`config.mk`:
```
export PLATFORM = sky130hd
export DESIGN_NAME = pin_io_config_upper
export DESIGN_NICKNAME = d
export VERILOG_FILES = /design/src/rtl/pin_cfg_pkg.sv /design/src/rtl/pin_sync_detect.sv /design/src/rtl/pin_io_config_upper.sv
export SDC_FILE = /design/constraint.sdc
export NUM_CORES = 1
export LEC_CHECK = 0
export BUFFER_PORTS_ARGS = -buffer_cell sky130_fd_sc_hd__buf_2
export CORE_ASPECT_RATIO = 1.4
export CORE_MARGIN = 4
export CORE_UTILIZATION = 50
export CTS_CLUSTER_DIAMETER = 200
export CTS_CLUSTER_SIZE = 12
export DETAILED_ROUTE_END_ITERATION = 6
export PLACE_DENSITY = 0.86
export SLEW_MARGIN = 20
export SYNTH_ARGS = -nofsm -noshare
export SYNTH_HDL_FRONTEND = slang
export SYNTH_SLANG_ARGS = --single-unit
```
`constraint.sdc`:
```
create_clock -name clk -period 1.68 [get_ports clk]
set_input_delay 0.504 -clock clk [delete_from_list [all_inputs] [get_ports clk]]
set_output_delay 0.504 -clock clk [all_outputs]
set_load 0.1 [all_outputs]
```
`src/rtl/pin_cfg_pkg.sv`:
```
// constants for the upper pin configuration block (pins 5 to 9)
// assumes a 32-bit register port with read data one cycle after the strobe
package pin_cfg_pkg;

   localparam int          NUM_PINS      = 5;
   localparam int          FIRST_PIN     = 5;
   localparam int          ADDR_W        = 12;
   localparam int          SEL_W         = 3;
   localparam int          MARK_ADDR_W   = 3;

   // register offsets
   localparam logic [11:0] SEL_REG_OFS   = 12'h008;
   localparam logic [11:0] PIN_CFG_OFS   = 12'h00c;
   localparam logic [11:0] MARK_CFG_OFS  = 12'h010;
   localparam logic [11:0] IRQ_STAT_OFS  = 12'h014;
   localparam logic [11:0] IRQ_MASK_OFS  = 12'h018;

   // pin_config_reg field layout: per pin, flag/out/in from this bit up
   localparam int          FIELD_BASE    = 16;
   localparam int          FIELD_STRIDE  = 3;
   localparam int          FLAG_POS      = 0;
   localparam int          OUT_POS       = 1;
   localparam int          IN_POS        = 2;
   localparam int          RSVD_HI_POS   = 31;
   localparam int          RSVD_LO_POS   = 15;

   // source select layout: pin n field at 3*(n-5)+16
   localparam int          SEL_BASE      = 16;

   // reset values
   localparam logic [31:0] PIN_CFG_RST   = 32'h0000_0000;
   localparam logic [2:0]  SEL_RST       = 3'h0;
   localparam logic [4:0]  MASK_RST      = 5'h00;

   // source select encodings
   localparam logic [2:0]  SEL_GP_IN     = 3'h0;
   localparam logic [2:0]  SEL_MARK0     = 3'h1;
   localparam logic [2:0]  SEL_MARK1     = 3'h2;
   localparam logic [2:0]  SEL_GP_OUT    = 3'h7;

   localparam int          SYNC_STAGES   = 3;

endpackage : pin_cfg_pkg

```
`src/rtl/pin_sync_detect.sv`:
```
// one pin: three-stage synchroniser and level change detector
// assumes the pin is asynchronous to clk
`timescale 1ns/10ps
module pin_sync_detect (
   // clock and reset
   input  wire logic clk,
   input  wire logic rst_n,
   // pin side
   input  wire logic pin_in,
   // core side
   output logic      level,
   output logic      change
);

   logic [2:0] sync;

   // second and third stage agree before a change counts
   always_ff @(posedge clk or negedge rst_n) begin
      if (!rst_n) begin
         sync  <= 3'h0;
         level <= 1'b0;
      end else begin
         sync <= {sync[1:0], pin_in};
         if (sync[1] == sync[2]) begin
            level <= sync[2];
         end
      end
   end

   // one pulse per change of the filtered level
   assign change = (sync[1] == sync[2]) && (sync[2] != level);

endmodule : pin_sync_detect

```
`src/rtl/pin_io_config_upper.sv`:
```
// upper half of the pin configuration register: pins 5 to 9
// assumes a simple strobe register port and asynchronous pins
//
// Overview of operation
// - Bits 31 and 15 ignore writes and always read as zero.
// - Input bits 30, 27, 24, 21 and 18 show the level of pins 9 to 5.
// - Output bits 29, 26, 23, 20, 17 are stored and drive a pin set as output.
// - Status bits 28, 25, 22, 19, 16 set on any rising or falling pin change.
// - Setting a status bit also raises that pin's interrupt when enabled.
// - Writing 1 clears a status bit until the next change; 0 leaves it.
// - Watermarks apply only to the buffer whose address the host presents.
// - Select 000 makes a pin a general input, 111 a general output.
`timescale 1ns/10ps
module pin_io_config_upper #(
   parameter int NUM_PINS = pin_cfg_pkg::NUM_PINS
) (
   // clock and reset
   input  wire logic                    clk,
   input  wire logic                    rst_n,
   // register port
   input  wire logic [11:0]             reg_addr,
   input  wire logic [31:0]             reg_wdata,
   input  wire logic                    reg_wr,
   input  wire logic                    reg_rd,
   output logic      [31:0]             reg_rdata,
   // pins
   input  wire logic [NUM_PINS-1:0]     pin_in,
   output logic      [NUM_PINS-1:0]     pin_out,
   output logic      [NUM_PINS-1:0]     pin_oe,
   // watermark sources for pins
   input  wire logic [2:0]              highspeed_port_buffer_addr,
   input  wire logic [2:0]              mark0_buffer_sel,
   input  wire logic [2:0]              mark1_buffer_sel,
   input  wire logic                    mark0_level,
   input  wire logic                    mark1_level,
   // interrupts
   output logic      [NUM_PINS-1:0]     system_pin_interrupt,
   output logic                         irq
);

   localparam int FB = pin_cfg_pkg::FIELD_BASE;
   localparam int FS = pin_cfg_pkg::FIELD_STRIDE;
   localparam int SB = pin_cfg_pkg::SEL_BASE;

   logic [NUM_PINS-1:0] level;
   logic [NUM_PINS-1:0] change;
   logic [NUM_PINS-1:0] output_value;
   logic [NUM_PINS-1:0] change_flag;
   logic [NUM_PINS-1:0] int_status;
   logic [NUM_PINS-1:0] int_mask;
   logic [2:0]          source_select [NUM_PINS];
   logic [2:0]          mark0_sel;
   logic [2:0]          mark1_sel;
   logic [31:0]         cfg_word;
   logic [31:0]         sel_word;
   logic [NUM_PINS-1:0] flag_clear;
   logic [2:0]          addr_meta;
   logic [2:0]          addr_mid;
   logic [2:0]          addr_late;
   logic [2:0]          buffer_addr;
   logic                mark0_hit;
   logic                mark1_hit;
   logic [31:0]         next_rdata;
   logic                wr_cfg;
   logic                wr_sel;
   logic                wr_mask;
   logic                rd_stat;

   // register decodes
   assign wr_cfg  = reg_wr && (reg_addr == pin_cfg_pkg::PIN_CFG_OFS);
   assign wr_sel  = reg_wr && (reg_addr == pin_cfg_pkg::SEL_REG_OFS);
   assign wr_mask = reg_wr && (reg_addr == pin_cfg_pkg::IRQ_MASK_OFS);
   assign rd_stat = reg_rd && (reg_addr == pin_cfg_pkg::IRQ_STAT_OFS);

   // one synchroniser and change detector per pin
   genvar g;
   generate
      for (g = 0; g < NUM_PINS; g++) begin : g_pin
         pin_sync_detect u_sync (
            .clk    (clk),
            .rst_n  (rst_n),
            .pin_in (pin_in[g]),
            .level  (level[g]),
            .change (change[g])
         );
      end
   endgenerate

   // output values; reserved bits are never stored
   always_ff @(posedge clk or negedge rst_n) begin
      if (!rst_n) begin
         output_value <= '0;
      end else if (wr_cfg) begin
         for (int i = 0; i < NUM_PINS; i++) begin
            output_value[i] <= reg_wdata[FB + FS*i + pin_cfg_pkg::OUT_POS];
         end
      end
   end

   // source selects for pins 5 to 9 only; lower fields kept elsewhere
   always_ff @(posedge clk or negedge rst_n) begin
      if (!rst_n) begin
         for (int i = 0; i < NUM_PINS; i++) begin
            source_select[i] <= pin_cfg_pkg::SEL_RST;
         end
      end else if (wr_sel) begin
         for (int i = 0; i < NUM_PINS; i++) begin
            source_select[i] <= reg_wdata[SB + 3*i +: 3];
         end
      end
   end

   // write-one-to-clear requests, one per pin
   always_comb begin
      flag_clear = '0;
      for (int i = 0; i < NUM_PINS; i++) begin
         flag_clear[i] = wr_cfg &&
                         reg_wdata[FB + FS*i + pin_cfg_pkg::FLAG_POS];
      end
   end

   // change flags: a change in the clearing cycle wins
   always_ff @(posedge clk or negedge rst_n) begin
      if (!rst_n) begin
         change_flag <= '0;
      end else begin
         for (int i = 0; i < NUM_PINS; i++) begin
            if (change[i]) begin
               change_flag[i] <= 1'b1;
            end else if (flag_clear[i]) begin
               change_flag[i] <= 1'b0;
            end
         end
      end
   end

   // system interrupt entry follows the flag when enabled
   always_comb begin
      system_pin_interrupt = change_flag & int_mask;
   end

   // sticky interrupt status, cleared by reading it; set wins
   always_ff @(posedge clk or negedge rst_n) begin
      if (!rst_n) begin
         int_status <= '0;
      end else begin
         for (int i = 0; i < NUM_PINS; i++) begin
            if (change[i]) begin
               int_status[i] <= 1'b1;
            end else if (rd_stat) begin
               int_status[i] <= 1'b0;
            end
         end
      end
   end

   always_ff @(posedge clk or negedge rst_n) begin
      if (!rst_n) begin
         int_mask <= pin_cfg_pkg::MASK_RST;
      end else if (wr_mask) begin
         int_mask <= reg_wdata[NUM_PINS-1:0];
      end
   end

   // level output: stays high until the status read or a mask write clears it
   assign irq = |(int_status & int_mask);

   // watermark buffer choice held by software
   always_ff @(posedge clk or negedge rst_n) begin
      if (!rst_n) begin
         mark0_sel <= 3'h0;
         mark1_sel <= 3'h0;
      end else if (reg_wr && (reg_addr == pin_cfg_pkg::MARK_CFG_OFS)) begin
         mark0_sel <= reg_wdata[2:0];
         mark1_sel <= reg_wdata[6:4];
      end
   end

   // buffer address lines are asynchronous: three flops, whole word agrees
   // costs four cycles of latency on a new address
   always_ff @(posedge clk or negedge rst_n) begin
      if (!rst_n) begin
         addr_meta   <= 3'h0;
         addr_mid    <= 3'h0;
         addr_late   <= 3'h0;
         buffer_addr <= 3'h0;
      end else begin
         addr_meta <= highspeed_port_buffer_addr;
         addr_mid  <= addr_meta;
         addr_late <= addr_mid;
         // a word caught mid-change never reaches buffer_addr
         if (addr_mid == addr_late) begin
            buffer_addr <= addr_late;
         end
      end
   end

   // a watermark reaches a pin only for the buffer addressed by the host
   assign mark0_hit = mark0_level && (buffer_addr == mark0_sel);
   assign mark1_hit = mark1_level && (buffer_addr == mark1_sel);

   // pin drivers; watermark only counts for the addressed buffer
   always_ff @(posedge clk or negedge rst_n) begin
      if (!rst_n) begin
         pin_out <= '0;
         pin_oe  <= '0;
      end else begin
         for (int i = 0; i < NUM_PINS; i++) begin
            case (source_select[i])
               pin_cfg_pkg::SEL_GP_IN: begin
                  pin_out[i] <= 1'b0;
                  pin_oe[i]  <= 1'b0;
               end
               pin_cfg_pkg::SEL_GP_OUT: begin
                  pin_out[i] <= output_value[i];
                  pin_oe[i]  <= 1'b1;
               end
               pin_cfg_pkg::SEL_MARK0: begin
                  pin_out[i] <= mark0_hit;
                  // pin5 has no watermark function, so it stays released
                  pin_oe[i]  <= (i != 0);
               end
               pin_cfg_pkg::SEL_MARK1: begin
                  pin_out[i] <= mark1_hit;
                  pin_oe[i]  <= (i != 0);
               end
               default: begin
                  // other functions are served outside this block
                  pin_out[i] <= 1'b0;
                  pin_oe[i]  <= 1'b0;
               end
            endcase
         end
      end
   end

   // pin_config_reg image; reserved bits stay zero
   always_comb begin
      cfg_word = 32'h0000_0000;
      for (int i = 0; i < NUM_PINS; i++) begin
         cfg_word[FB + FS*i + pin_cfg_pkg::IN_POS]   = level[i];
         cfg_word[FB + FS*i + pin_cfg_pkg::OUT_POS]  = output_value[i];
         cfg_word[FB + FS*i + pin_cfg_pkg::FLAG_POS] = change_flag[i];
      end
   end

   // source select image; fields of pins 0 to 4 read zero here
   always_comb begin
      sel_word = 32'h0000_0000;
      for (int i = 0; i < NUM_PINS; i++) begin
         sel_word[SB + 3*i +: 3] = source_select[i];
      end
   end

   // read mux; bits 31 and 15 and unmapped offsets read zero
   always_comb begin
      next_rdata = 32'h0000_0000;
      case (reg_addr)
         pin_cfg_pkg::PIN_CFG_OFS: begin
            next_rdata = cfg_word;
         end
         pin_cfg_pkg::SEL_REG_OFS: begin
            next_rdata = sel_word;
         end
         pin_cfg_pkg::MARK_CFG_OFS: begin
            next_rdata[2:0] = mark0_sel;
            next_rdata[6:4] = mark1_sel;
         end
         pin_cfg_pkg::IRQ_STAT_OFS: begin
            next_rdata[NUM_PINS-1:0] = int_status;
         end
         pin_cfg_pkg::IRQ_MASK_OFS: begin
            next_rdata[NUM_PINS-1:0] = int_mask;
         end
         default: begin
            next_rdata = 32'h0000_0000;
         end
      endcase
   end

   // read data stands for one cycle only, zero otherwise
   always_ff @(posedge clk or negedge rst_n) begin
      if (!rst_n) begin
         reg_rdata <= 32'h0000_0000;
      end else if (reg_rd) begin
         reg_rdata <= next_rdata;
      end else begin
         reg_rdata <= 32'h0000_0000;
      end
   end

endmodule : pin_io_config_upper

```
==> metrics <==
Clock Tree Buf Depth 2; Worst Skew 0.006669 ns; Post-Synth XOR/XNOR Area 2.674%; Yosys cell types 40; Root Driver clkbuf_16; NetSw 1219 uW; Switching Share a little under a quarter; DR iter-0 viols 179; CP arrival 1.40 ns; gr ovfl total 0; clock sink count approximately 110; worst-skew pair later-pin latency 0.35 ns; Synth area leader dfrtp_1; Post-synth EDFFs 0; CTS H-tree lvls 3; Synth Register Bits around 110; max incr delay on CP slightly below 0.4 ns; Static Leak 0.002749 uW; Initial Util between 50% and 60%; HP Class in -> reg; minimum clock period 1.909 ns; crit-path cells a222oi_1, nand2_2, buf_6; layout cells sized above 1 around 40%; Max-Cap Viols 0; fmax around 0.52 GHz; CP Class reg -> out; Final Power approximately 5200 uW; Worst Setup Start Kind flop; area delta synth->final 26.77%; Tcrit/Tclk final 113.6%; FF/Latch Area 2628 um2; post-synthesis cell count 324; Mapped Area approximately 4300 um2; share of the synthesized area in the top cell type roughly three fifths; most frequent cell after synthesis dfrtp_1; post-synthesis compound-gate area fraction 5.701%; top post-synthesis cells by count dfrtp_1 (105), nor2_1 (35), mux2_2 (23), nand2_1 (23), mux2i_1 (19); Synth Area in Adders 0.9403%; initial antenna violation count 0; violations in the final reports setup timing; residual DRC count 0; Final ANT Viol Nets 0; worst IR drop on VDD 865.4 uV; GRT Total Usage between 10% and 20%; post-synthesis mux area share about 14%; hold slack between 0.2 and 0.3 ns; Ports between 100 and 150; area of the multi-input gates 1568 um2; Post-DP HPWL approximately 6600 um; worst-path fanout max 2; WP data required 1.18 ns; routed vias/inst 5.358; CP max stage cell dfrtp_1; die height 117.2 um; Post-synth ARST share 100.0%; CTS tree built; final setup vio count 4; Reg clk slew, reported paths about 0.06 ns; Seq/Total Area, Yosys approximately 60%; Combinational Power Share under 10%; final hold vios 0; Die W 85.99 um; Power Density between 900 and 1000 nW/um2; Num CTS Buffers 9; Synth Warn # 0; ANT cells 0; internal power ~4000 uW; IO Port Bufs 85; Nets between 500 and 600; die outline area roughly 10000 um2; CORE AREA about 8200 um2; CP endpoint kind output port; GP Congestion around 0.88; drt first pass iters 5; vias post-DR between 2000 and 3000; vias in the first global route 3080; part of the power in the clock network 40.5%; standard-cell row count 39; top post-synthesis cells by area dfrtp_1 (62%), mux2_2 (6.1%), mux2i_1 (4.5%); Synth Flop Type dfrtp_1; RSZ-0062 raised after global routing yes; Syn Area/Cell around 13 um2; Max Slew Vio Count 0; setup ws final -0.2288 ns; main combinational cell family by area after synthesis multiplexers; WL/cell about 17 um; Reg power frac between 50% and 60%; status finished, violations left; Util after Layout between 60% and 70%; first-pass GRT wire length roughly 15000 um; Post-Route WL 9120 um; fillers about 600; largest net degree at the start of global routing a little under 60; Synth Area in Simple Gates between 10% and 20%
timing repair:
item / CTS / global route
gates resized for setup: 8 / 5
hold buffers: 1 / 0
pin swaps: 1 / 3
setup buffers: 3 / 2
endpoints found under the setup margin: 5 / 17
hold endpoints to repair: 10 / 0
power by group through the flow:
stage                     logic [uW]  clock network, uW  registers (uW)
final                            439               2110            2650
after floorplan                  265                  0            2690
after global placement           416                  0            2690
after detailed placement         431                  0            2700
after CTS                        442               2150            2650
after global routing             476               2270            2660
registers in the layout (all words and copies together), names as in the netlist, 5 cells and up:
register and count:
change_flag 5, g_pin.u_sync.level 5, g_pin.u_sync.sync 15, int_mask 5, int_status 5, output_value 5
pin_oe 5, pin_out 5, reg_rdata 22, sel_word 15
logic make-up (layout without fill, tap and decap cells):
kind of cell / after synthesis / after routing
DFF: 105 / 105
buffers and inverters: 19 / 128
and+or+nand+nor: 94 / 94
adders and majority gates: 4 / 4
muxes: 52 / 52
other: 1 / 10
AOI/OAI and AO/OA: 36 / 36
xor gates and xnor gates: 13 / 13
worst max-delay path, delay by kind of cell, from the launching register on:
| family | cells | cell delay (ns) |
|---|---|---|
| AO/OA/AOI/OAI | 1 | 0.37 |
| buffers and inverters | 1 | 0.20 |
| flip-flops | 1 | 0.39 |
| AND/OR/NAND/NOR | 1 | 0.10 |
metal layers:
layer	global-route usage (%)	vias to the layer above	part of all wire [%]	routed length [um]
li1	-	1333	-	-
met1	20.97	1457	37	3345
met2	34.38	101	55	5018
met3	3.571	24	5.4	493
met4	11.62	0	2.9	262
met5	0	-	0	0
area by class of cell:
cell class	instances	share of cell area (%)
Tap cell	102	2.364
Sequential cell	105	48.68
Clock inverter	5	0.9968
Timing Repair Buffer	111	14.16
Multi-Input combinational cell	209	29.04
Clock buffer	11	4.682
Inverter	1	0.06954
final timing paths:
check / start / endpoint / slack (ns) / cells after the start
worst max-delay path: int_mask[4]$_DFFE_PN0P_ / irq / -0.23 / 3
worst min-delay path: pin_in[1] / g_pin[1].u_sync.sync[0]$_DFF_PN0_ / 0.26 / 1
worst max register to register: buffer_addr[1]$_DFFE_PN0N_ / pin_out[0]$_DFF_PN0_ / 0.07 / 4
worst min register to register: g_pin[2].u_sync.sync[0]$_DFF_PN0_ / g_pin[2].u_sync.sync[1]$_DFF_PN0_ / 0.35 / 0
max in group asynchronous: rst_n / g_pin[4].u_sync.sync[0]$_DFF_PN0_ / 0.60 / 3
min in group asynchronous: rst_n / pin_oe[1]$_DFF_PN0_ / 0.54 / 2
cell usage in the layout (no fill, tap or decap), types with 5 or more instances in the layout:
| cell type | n |
|---|---|
| dfrtp_1 | 105 |
| buf_4 | 20 |
| nand3_1 | 5 |
| xnor2_1 | 12 |
| buf_12 | 9 |
| conb_1 | 10 |
| mux2_4 | 10 |
| clkbuf_16 | 9 |
| buf_2 | 78 |
| a21oi_1 | 6 |
| o21ai_0 | 7 |
| nor2_1 | 35 |
| mux2_2 | 23 |
| and2_4 | 5 |
| a21o_1 | 13 |
| mux2i_1 | 19 |
| nand2_1 | 22 |
| nand4_1 | 5 |
metrics by stage:
stage	setup slack (ns)	area [um2]	instances	TNS, ns
after global routing	-0.3586	5398	544	-0.5994
after global placement	-0.2912	5021	524	-6.555
after floorplan	-0.08344	4298	333	-0.6350
after CTS	-0.2379	5376	543	-0.2934
after detailed placement	-0.3319	5021	524	-8.132
final	-0.2288	5398	544	-0.3800
(Power assumes the default switching activity.)
